File: src/trb_pkg.sv
// package of offsets, field layouts and carrier types for the result bank
package trb_pkg;
	localparam int trb_addr_w = 8;
	localparam int trb_word_w = 24;
	localparam int trb_time_w = 23;
	localparam int trb_tally_w = 16;
	localparam int trb_parity_pos = 23;
	localparam int trb_tally_hi = 22;
	localparam int trb_tally_lo = 16;
	localparam int trb_slots = 7;
	localparam logic [7:0] trb_first_addr = 8'h12;
	localparam logic [7:0] trb_stop_interval_two = 8'h12;
	localparam logic [7:0] trb_coarse_tally_two = 8'h13;
	localparam logic [7:0] trb_stop_interval_three = 8'h14;
	localparam logic [7:0] trb_coarse_tally_three = 8'h15;
	localparam logic [7:0] trb_stop_interval_four = 8'h16;
	localparam logic [7:0] trb_coarse_tally_four = 8'h17;
	localparam logic [7:0] trb_stop_interval_five = 8'h18;
	localparam logic [23:0] trb_reset_word = 24'h000000;

	// one measurement result handed in by the measurement engine
	typedef struct packed {
		logic valid;
		logic [2:0] slot;
		logic [22:0] value;
	} trb_result_t;

	// host register read request and its answer
	typedef struct packed {
		logic rd;
		logic [7:0] addr;
	} trb_read_req_t;

	typedef struct packed {
		logic valid;
		logic hit;
		logic [23:0] data;
	} trb_read_rsp_t;
endpackage

File: src/trb_result_bank.sv
// read-only result bank: interval results for stops 2..5, coarse tallies for stops 2..4
// Functional notes
// RULE1: third-stop interval at 0x14, parity bit 23, 23-bit result, resets zero.
// RULE2: fourth-stop interval at 0x16, same layout, resets zero.
// RULE3: fifth-stop interval at 0x18, same layout, resets zero.
// RULE4: second coarse tally at 0x13, parity bit 23, count bits 15:0.
// RULE5: third coarse tally at 0x15, 16-bit count, parity top, resets zero.
// RULE6: fourth coarse tally at 0x17, 16-bit count, parity top, resets zero.
// RULE7: coarse tally bits 22:16 read zero in normal operation.
// RULE8: all fields read-only to host, zero after reset until measured.
// RULE9: second-stop interval at 0x12, interval layout, resets zero.
// RULE10: bit 23 is even parity over the lower data bits.
`timescale 1ns/100ps
module trb_result_bank
	import trb_pkg::*;
#(
	parameter int slots = trb_slots
) (
	input wire logic clk, // system clock, 100 MHz
	input wire logic rst, // synchronous reset, high
	input trb_pkg::trb_result_t result_in, // result from measurement engine
	input trb_pkg::trb_read_req_t read_req, // host register read
	output trb_pkg::trb_read_rsp_t read_rsp // read answer, one cycle later
);
	import trb_pkg::*;

	// decode below assumes this exact map; refuse anything else
	if (slots != trb_slots)
	begin
		$error("trb_result_bank supports exactly seven slots");
	end
	if (trb_word_w != trb_time_w + 1 || trb_parity_pos != trb_time_w)
	begin
		$error("trb_result_bank needs parity just above the result");
	end
	if (trb_tally_lo != trb_tally_w || trb_tally_hi != trb_time_w - 1)
	begin
		$error("trb_result_bank tally field layout mismatch");
	end
	if (trb_stop_interval_two != trb_first_addr
		|| trb_coarse_tally_two != trb_first_addr + 8'h01
		|| trb_stop_interval_three != trb_first_addr + 8'h02
		|| trb_coarse_tally_three != trb_first_addr + 8'h03
		|| trb_stop_interval_four != trb_first_addr + 8'h04
		|| trb_coarse_tally_four != trb_first_addr + 8'h05
		|| trb_stop_interval_five != trb_first_addr + 8'h06)
	begin
		$error("trb_result_bank address map is not contiguous");
	end

	logic [trb_slots-1:0] rd_sel; // host address hits this slot
	logic [trb_slots-1:0] wr_sel; // engine writes this slot
	logic [trb_slots-1:0] slot_tally; // slot holds a coarse tally
	logic is_tally;
	logic wr_hit;
	logic [22:0] masked;
	logic [23:0] next_word;
	logic [2:0] rd_slot;
	logic rd_hit;
	logic [23:0] store_q;
	logic rsp_valid;
	logic rsp_hit;

	// per-slot address, layout and selects; tallies sit at odd addresses
	for (genvar g = 0; g < trb_slots; g++)
	begin
		localparam logic [7:0] slot_addr = trb_first_addr + 8'(g);
		assign slot_tally[g] = slot_addr[0]; // RULE4 RULE5 RULE6
		assign rd_sel[g] = read_req.addr == slot_addr; // RULE9
		assign wr_sel[g] = result_in.valid && result_in.slot == 3'(g);
	end

	// fold one-hot selects; idle or unmapped reads use empty slot 7,
	// so the store itself hands back zero and data stays a flop output
	always_comb
	begin
		rd_slot = 3'h7;
		is_tally = 1'b0;
		for (int i = 0; i < trb_slots; i++)
		begin
			if (read_req.rd && rd_sel[i])
				rd_slot = 3'(i); // RULE8
			if (wr_sel[i])
				is_tally = slot_tally[i]; // RULE7
		end
	end
	// tallies keep only 16 bits; upper field forced to zero
	// since averaging mode is outside this block
	always_comb
	begin
		masked = result_in.value;
		if (is_tally)
			masked[trb_tally_hi:trb_tally_lo] = '0; // RULE7
	end
	// even parity: whole word xors to zero
	assign next_word = {^masked, masked}; // RULE10 RULE1 RULE2 RULE3 RULE9

	// only reads exist, no write path from the host
	assign rd_hit = |rd_sel; // RULE8
	assign wr_hit = |wr_sel;

	trb_word_store #(
		.depth(trb_slots),
		.width(trb_word_w)
	) u_store (
		.clk(clk),
		.rst(rst),
		.wr(wr_hit),
		.wr_idx(result_in.slot),
		.wr_data(next_word),
		.rd_idx(rd_slot),
		.rd_data(store_q)
	);

	// answer flags registered to line up with store data
	always_ff @(posedge clk)
	begin
		if (rst)
		begin
			rsp_valid <= 1'b0;
			rsp_hit <= 1'b0;
		end
		else
		begin
			rsp_valid <= read_req.rd;
			rsp_hit <= read_req.rd && rd_hit;
		end
	end

	// unmapped or idle reads return zero straight from the store
	assign read_rsp = {rsp_valid, rsp_hit, store_q}; // RULE8
endmodule

File: src/trb_word_store.sv
// small memory of result words, registered read port
`timescale 1ns/100ps
module trb_word_store #(
	parameter int depth = 7,
	parameter int width = 24
) (
	input wire logic clk, // system clock
	input wire logic rst, // synchronous reset, high
	input wire logic wr, // write strobe
	input wire logic [2:0] wr_idx, // write slot
	input wire logic [width-1:0] wr_data, // write word
	input wire logic [2:0] rd_idx, // read slot
	output logic [width-1:0] rd_data // registered read word
);
	logic [width-1:0] mem [depth];

	// slot index is three bits wide; refuse depths it cannot reach
	if (depth < 1 || depth > 8 || width < 1)
	begin
		$error("trb_word_store depth or width out of range");
	end

	// every word cleared on reset so reads return zero until written
	always_ff @(posedge clk)
	begin
		for (int i = 0; i < depth; i++)
		begin
			if (rst)
				mem[i] <= '0;
			else if (wr && wr_idx == 3'(i))
				mem[i] <= wr_data;
		end
	end

	// registered read; out-of-range slot reads zero
	always_ff @(posedge clk)
	begin
		if (rst)
			rd_data <= '0;
		else if (int'(rd_idx) < depth)
			rd_data <= mem[rd_idx];
		else
			rd_data <= '0;
	end
endmodule
File: config.mk
export PLATFORM = sky130hd
export DESIGN_NAME = trb_result_bank
export DESIGN_NICKNAME = d
export VERILOG_FILES = /design/src/trb_pkg.sv /design/src/trb_result_bank.sv /design/src/trb_word_store.sv
export SDC_FILE = /design/constraint.sdc
export NUM_CORES = 1
export LEC_CHECK = 0
export CAP_MARGIN = 20
export CELL_PAD_IN_SITES_DETAIL_PLACEMENT = 1
export CELL_PAD_IN_SITES_GLOBAL_PLACEMENT = 2
export CORE_MARGIN = 2
export CORE_UTILIZATION = 45
export DETAILED_ROUTE_END_ITERATION = 10
export DONT_BUFFER_PORTS = 1
export MAX_ROUTING_LAYER = met4
export PLACE_DENSITY = 0.79
export SYNTH_ARGS = -nofsm -noshare
export SYNTH_HDL_FRONTEND = slang
export SYNTH_SLANG_ARGS = --single-unit
File: constraint.sdc
create_clock -name clk -period 2.73 [get_ports clk]
set_clock_uncertainty 0.05 [all_clocks]
set_input_delay 0.1365 -clock clk [delete_from_list [all_inputs] [get_ports clk]]
set_output_delay 0.1365 -clock clk [all_outputs]
set_load 0.05 [all_outputs]
==> metrics.txt, run 1 <==
outcome=complete, no violations; Final Hold Viols=0; Core ar.=0.0186 mm^2; Worst-path clk slew=0.07 ns; critical setup path kind=primary input to flop; f_max=654 MHz; total congestion overflow=0; clock tree buffer depth=2; Final min period=1.53 ns; area grow syn2layout=15.3%; most common cell after layout, fill and taps aside=edfxtp_1; CTS root buf=clkbuf_16; antenna viol nets, final=0; drt drc=0; Synth Area per Inst=13.7 um^2; CTS Buf Count=17; Post-CTS Setup Inserts=0; total number of vias=5331; Hold Path Class=primary input to flop; Final nets=700; IO Count=64; Detailed Place HPWL=13.1 mm; vias per cell=5.86; Critical Path RT=2.96 ns; Cells after DPL=852; worst hold slack=0.0270 ns; crit end category=flop; post-synthesis sequential area ratio=0.657; H-tree depth=4; largest net degree at the start of global routing=30; GP Congestion=0.773; Slew @ Worst Pin=0.950 ns; drt wl/cell=25.5 um; clk_lat worst skew=0.44 ns; Mapped Cells=618; P per Cell Area=705 mW/mm^2; Inserted Diodes=0; peak supply drop=0.000415 V; number of global-route vias before repair=5834; Arr. time, crit path=1.76 ns; share of cells above drive strength 1=0.151; initial antenna violation count=0; synthesized cell area=0.00847 mm^2; First-pass DRT Iterations=4; ys async rst share=0; post-route setup slack=1.20 ns; CTS resizes=0; synth unique cells=48; Die Width=141 um; number of max-cap violations=0; Final Core Density=0.526; CP max FO=23; Worst Setup Start Kind=primary input; first-pass GRT wire length=35.0 mm; pre-CTS WS=0.773 ns; Post-CTS Hold Buffers=25; Die Span Y=141 um; CTS tree=done; Ys Warns=0; Post-synth EDFFs=168; Slew headroom=0.366; Post-Layout Cell Count=909; post-synth top area share=0.596; Final Max Slew Viols=0; Area contributors post-synth=edfxtp_1 60%, dfxtp_1 6.1%, and2_1 4.5%; Detailed Route WL=23.2 mm; crit share post-route=0.560; final setup violation count=0; Yosys reg bits=194; Starting DRT DRC Count=318; std cell rows=50; IO Port Bufs=0; total track usage=0.250; P_leak=3.64 nW; Initial Utilization=0.456; post-synth top area cell=edfxtp_1; Setup TNS Final=0 ns; die area=0.0199 mm^2; fillers=1837; RSZ-0062 raised after global routing=false; # clock sinks=194; commonest non-fill, non-tap cells in the layout=168 x edfxtp_1, 61 x and2_1, 58 x nor2_1, 47 x and3_1, 27 x mux2i_1; most used flip-flop cell after synthesis=edfxtp_1
where the power goes:
group          total, W  internal (W)  switching, W
Clock           0.00284       0.00166       0.00118
Combinational  0.000580      0.000237      0.000343
Sequential      0.00346       0.00340     0.0000609
Total           0.00688       0.00530       0.00159
per-layer routing:
metal	vias to the layer above	share of wire	global-route usage	wire, um
met5	-	0	-	0
met4	0	0.023	0.0800	523
met3	37	0.041	0.0486	950
met2	128	0.52	0.429	12000
met1	2785	0.42	0.299	9740
li1	2381	-	-	-
area by class of cell:
type,count,area (um^2),share of cell area
Sequential cell,194,5570,0.570
Timing Repair Buffer,48,448,0.0459
Clock inverter,15,243,0.0248
Multi-Input combinational cell,398,2780,0.285
Tap cell,234,293,0.0300
Inverter,3,11.3,0.00115
Clock buffer,17,425,0.0435
cell usage after synthesis (4+ instances only):
cell type  count
buf_6          4
o221ai_1      23
o22ai_1       23
nand3_1        4
nand2_1       16
and3_1        47
edfxtp_1     168
dfxtp_1       26
buf_2         12
and2_2         4
nor2b_1        5
mux2_2        23
xnor2_1       13
a2bb2oi_1     24
nor2_1        58
and2_1        61
nand2b_1       7
xor2_1         4
mux2i_1       27
clkbuf_1      25
cell families after synthesis:
logic type / count (synthesis) / share of synthesized area
AOI/OAI and AO/OA: 83 / 0.0771
xor gates and xnor gates: 20 / 0.0248
buffers and inverters: 46 / 0.0266
DFF: 194 / 0.657
muxes: 51 / 0.0643
other: 1 / 0.000443
and+or+nand+nor: 223 / 0.150
flip-flops by register name, indices dropped and copies added (netlist names):
name / count
u_store.mem: 168
rsp_valid: 1
rsp_hit: 1
u_store.rd_data: 24
path summary, 6_finish.rpt:
kind	depth (start not counted)	startpoint	slack (ns)	to
setup / recovery	5	result_in[25]	1.20	u_store.mem[3][23]
hold / removal	2	result_in[23]	0.03	u_store.mem[1][23]
setup reg to reg	3	u_store.mem[2][22]	1.53	u_store.rd_data[22]
hold reg to reg	2	u_store.mem[3][19]	0.48	u_store.rd_data[19]
stage by stage:
| stage | cell area (um^2) | power (W) |
|---|---|---|
| after global placement | 8850 | 0.00402 |
| after CTS | 9770 | 0.00691 |
| after detailed placement | 8850 | 0.00405 |
| after floorplan | 8550 | 0.00390 |
| final | 9770 | 0.00688 |
| after global routing | 9770 | 0.00708 |
critical path, cell delays in order:
cell and delay (ns):
and2b_1 0.32, nor2b_2 0.21, buf_4 0.22, and3_1 0.62, nor3b_1 0.24
No activity file was read; power rests on OpenSTA's default activity.
==> run 2: changes to the inputs <==
--- a/config.mk
+++ b/config.mk
@@ -5,15 +5,16 @@
 export SDC_FILE = /design/constraint.sdc
 export NUM_CORES = 1
 export LEC_CHECK = 0
+export ABC_AREA = 1
 export CAP_MARGIN = 20
 export CELL_PAD_IN_SITES_DETAIL_PLACEMENT = 1
 export CELL_PAD_IN_SITES_GLOBAL_PLACEMENT = 2
 export CORE_MARGIN = 2
-export CORE_UTILIZATION = 45
+export CORE_UTILIZATION = 40
 export DETAILED_ROUTE_END_ITERATION = 10
 export DONT_BUFFER_PORTS = 1
 export MAX_ROUTING_LAYER = met4
-export PLACE_DENSITY = 0.79
+export PLACE_DENSITY = 0.8
 export SYNTH_ARGS = -nofsm -noshare
 export SYNTH_HDL_FRONTEND = slang
 export SYNTH_SLANG_ARGS = --single-unit
==> constraint.sdc (replaced) <==
create_clock -name clk -period 1.45 [get_ports clk]
set_clock_uncertainty 0.05 [all_clocks]
set_input_delay 0.0725 -clock clk [delete_from_list [all_inputs] [get_ports clk]]
set_output_delay 0.0725 -clock clk [all_outputs]
set_load 0.05 [all_outputs]
==> run 2 against run 1 <==
Effect of this change: synthesized area is 11% higher; critical endpoint is now u_store.rd_data[6]; sequential cell count stayed put; clock-buffer cell count stayed put; via count is 33% higher.
==> metrics.txt, run 2 <==
Sequential Power Share=0.518; Die Span Y=157 um; area grow syn2layout=20.1%; die area=0.0247 mm^2; initial antenna violation count=0; H-tree depth=4; max reg flops=168; most frequent cell after synthesis=nand2_1; Switch Pwr=0.00315 W; Worst-path clk slew=0.08 ns; Post-synth EDFFs=168; IO Port Bufs=0; slowest stage delay, CP=0.28 ns; largest net degree at the start of global routing=51; Final Core Density=0.486; Area contributors post-synth=edfxtp_1 54%, nand2_1 9.5%, inv_1 8.0%; Final min period=1.29 ns; Starting DRT DRC Count=466; drt wl/cell=18.7 um; P_leak=5.17 nW; f_max=773 MHz; CTS root buf=clkbuf_16; Cell Chain, Critical Path=inv_1, nand2_1, nor2_4, nand3_1, inv_2, nor2_8, buf_4, buf_12, nand2_1, nand3_1, nand2_1, nand2_1, a21oi_1; Clk pwr share=0.393; Most Frequent Cell on Critical Path=nand2_1; Final Hold Viols=0; CTS Buf Count=17; first-pass GRT wire length=42.3 mm; CP max FO=7; Critical Path RT=1.78 ns; peak supply drop=0.000536 V; total number of vias=7096; GP Congestion=0.780; IO Count=64; Top reg by flops=u_store.mem; Yosys reg bits=194; Placed Area=0.0103 mm^2; final setup violation count=0; clock tree buffer depth=2; most frequent cells after synthesis=237 x nand2_1, 201 x inv_1, 168 x edfxtp_1; Crit-path slowest cell=inv_2; Hold Path Class=primary input to flop; Final nets=1172; Largest regs=u_store.mem: 168 flops, u_store.rd_data: 24 flops; Slew @ Worst Pin=0.566 ns; Inserted Diodes=0; synth unique cells=27; post-synth top area cell=edfxtp_1; fillers=2719; Multi-input gate area=0.00288 mm^2; # clock sinks=194; Detailed Place HPWL=17.0 mm; commonest non-fill, non-tap cells in the layout=237 x nand2_1, 201 x inv_1, 168 x edfxtp_1, 150 x nor2_1, 133 x nand3_1; antenna viol nets, final=0; total congestion overflow=0; crit end category=flop; Mapped Cells=1046; critical setup path kind=primary input to flop; drt drc=0; total track usage=0.241; Final Max Slew Viols=0; post-synth top area share=0.537; CTS tree=done; most common cell after layout, fill and taps aside=nand2_1; vias per cell=4.84; Ys Warns=0; number of max-cap violations=0; outcome=complete, no violations; RSZ-0062 raised after global routing=false; post-synthesis sequential area ratio=0.592; Sw Ratio=0.251; crit share post-route=0.892; Worst Setup Start Kind=primary input; P per Cell Area=1110 mW/mm^2; Detailed Route WL=27.3 mm; Synth Area per Inst=8.99 um^2; synthesized cell area=0.00940 mm^2; First-pass DRT Iterations=5; Die Width=157 um; Initial Utilization=0.404; clk_lat worst skew=0.44 ns; Core ar.=0.0233 mm^2; most used flip-flop cell after synthesis=edfxtp_1; Slew headroom=0.622; ys async rst share=0; Comb power frac=0.089; FF+latch area=0.00557 mm^2; std cell rows=56; share of cells above drive strength 1=0.125; final instance area=0.0113 mm^2; Pint=0.00942 W; number of global-route vias before repair=7506; Arr. time, crit path=1.62 ns
run 2: logic make-up (layout without fill, tap and decap cells):
group,Yosys count,in the layout,share of synthesized area
and+or+nand+nor,541,544,0.247
buffers and inverters,254,332,0.115
DFF,194,194,0.592
AOI/OAI and AO/OA,38,38,0.0287
xor gates and xnor gates,18,18,0.0168
other,1,21,0.000399
run 2: repair_timing:
item,in CTS,in global routing
hold endpoints to repair,133,0
gates resized for setup,1,1
endpoints found under the setup margin,25,25
hold buffers,24,0
cloned,3,0
setup buffers,3,7
pin swaps,3,3
run 2: routing by layer:
layer	GRT usage	part of all wire
met5	-	0
met2	0.403	0.49
met3	0.0347	0.042
met4	0.0706	0.017
met1	0.306	0.45
run 2: power groups by stage:
stage	Sequential (W)	Clock, W	Combinational (W)
floorplan	0.00661	0	0.000680
global placement	0.00662	0	0.00103
detailed placement	0.00664	0	0.00105
CTS	0.00651	0.00500	0.00111
global route	0.00655	0.00522	0.00126
finish	0.00651	0.00494	0.00111
run 2: area by class of cell:
class / instances / area share
flip-flops and latches: 194 / 0.493
multi-input cells: 621 / 0.255
repair buffers: 93 / 0.0937
inverters: 207 / 0.0688
clock buffers: 17 / 0.0377
well taps: 319 / 0.0353
clock inverters: 15 / 0.0172
run 2: worst max-delay path: cells and delay by family:
kind	cells	cell delay, ns
buf+inv	4	0.62
compound gates	1	0.12
simple gates	8	0.79
run 2: final timing paths:
path / from / endpoint / slack (ns) / depth (start not counted)
worst max-delay path: read_req[5] / u_store.rd_data[6] / 0.16 / 13
worst min-delay path: rst / u_store.mem[3][19] / 0.05 / 2
worst max register to register: u_store.mem[5][11] / u_store.rd_data[11] / 0.44 / 6
worst min register to register: u_store.mem[6][18] / u_store.rd_data[18] / 0.56 / 4
run 2: metrics by stage:
stage | setup TNS, ns | total power (W) | cells | setup slack, ns | hold slack (ns)
CTS | 0 | 0.0126 | 1459 | 0.000930 | 0.0377
detailed placement | -18.11 | 0.00769 | 1397 | -0.746 | 0.0975
finish | 0 | 0.0126 | 1466 | 0.157 | 0.0528
global placement | -16.82 | 0.00764 | 1397 | -0.702 | 0.0950
floorplan | 0 | 0.00729 | 1066 | 0.0446 | 0.0942
global route | 0 | 0.0130 | 1466 | 0.00966 | 0.0426
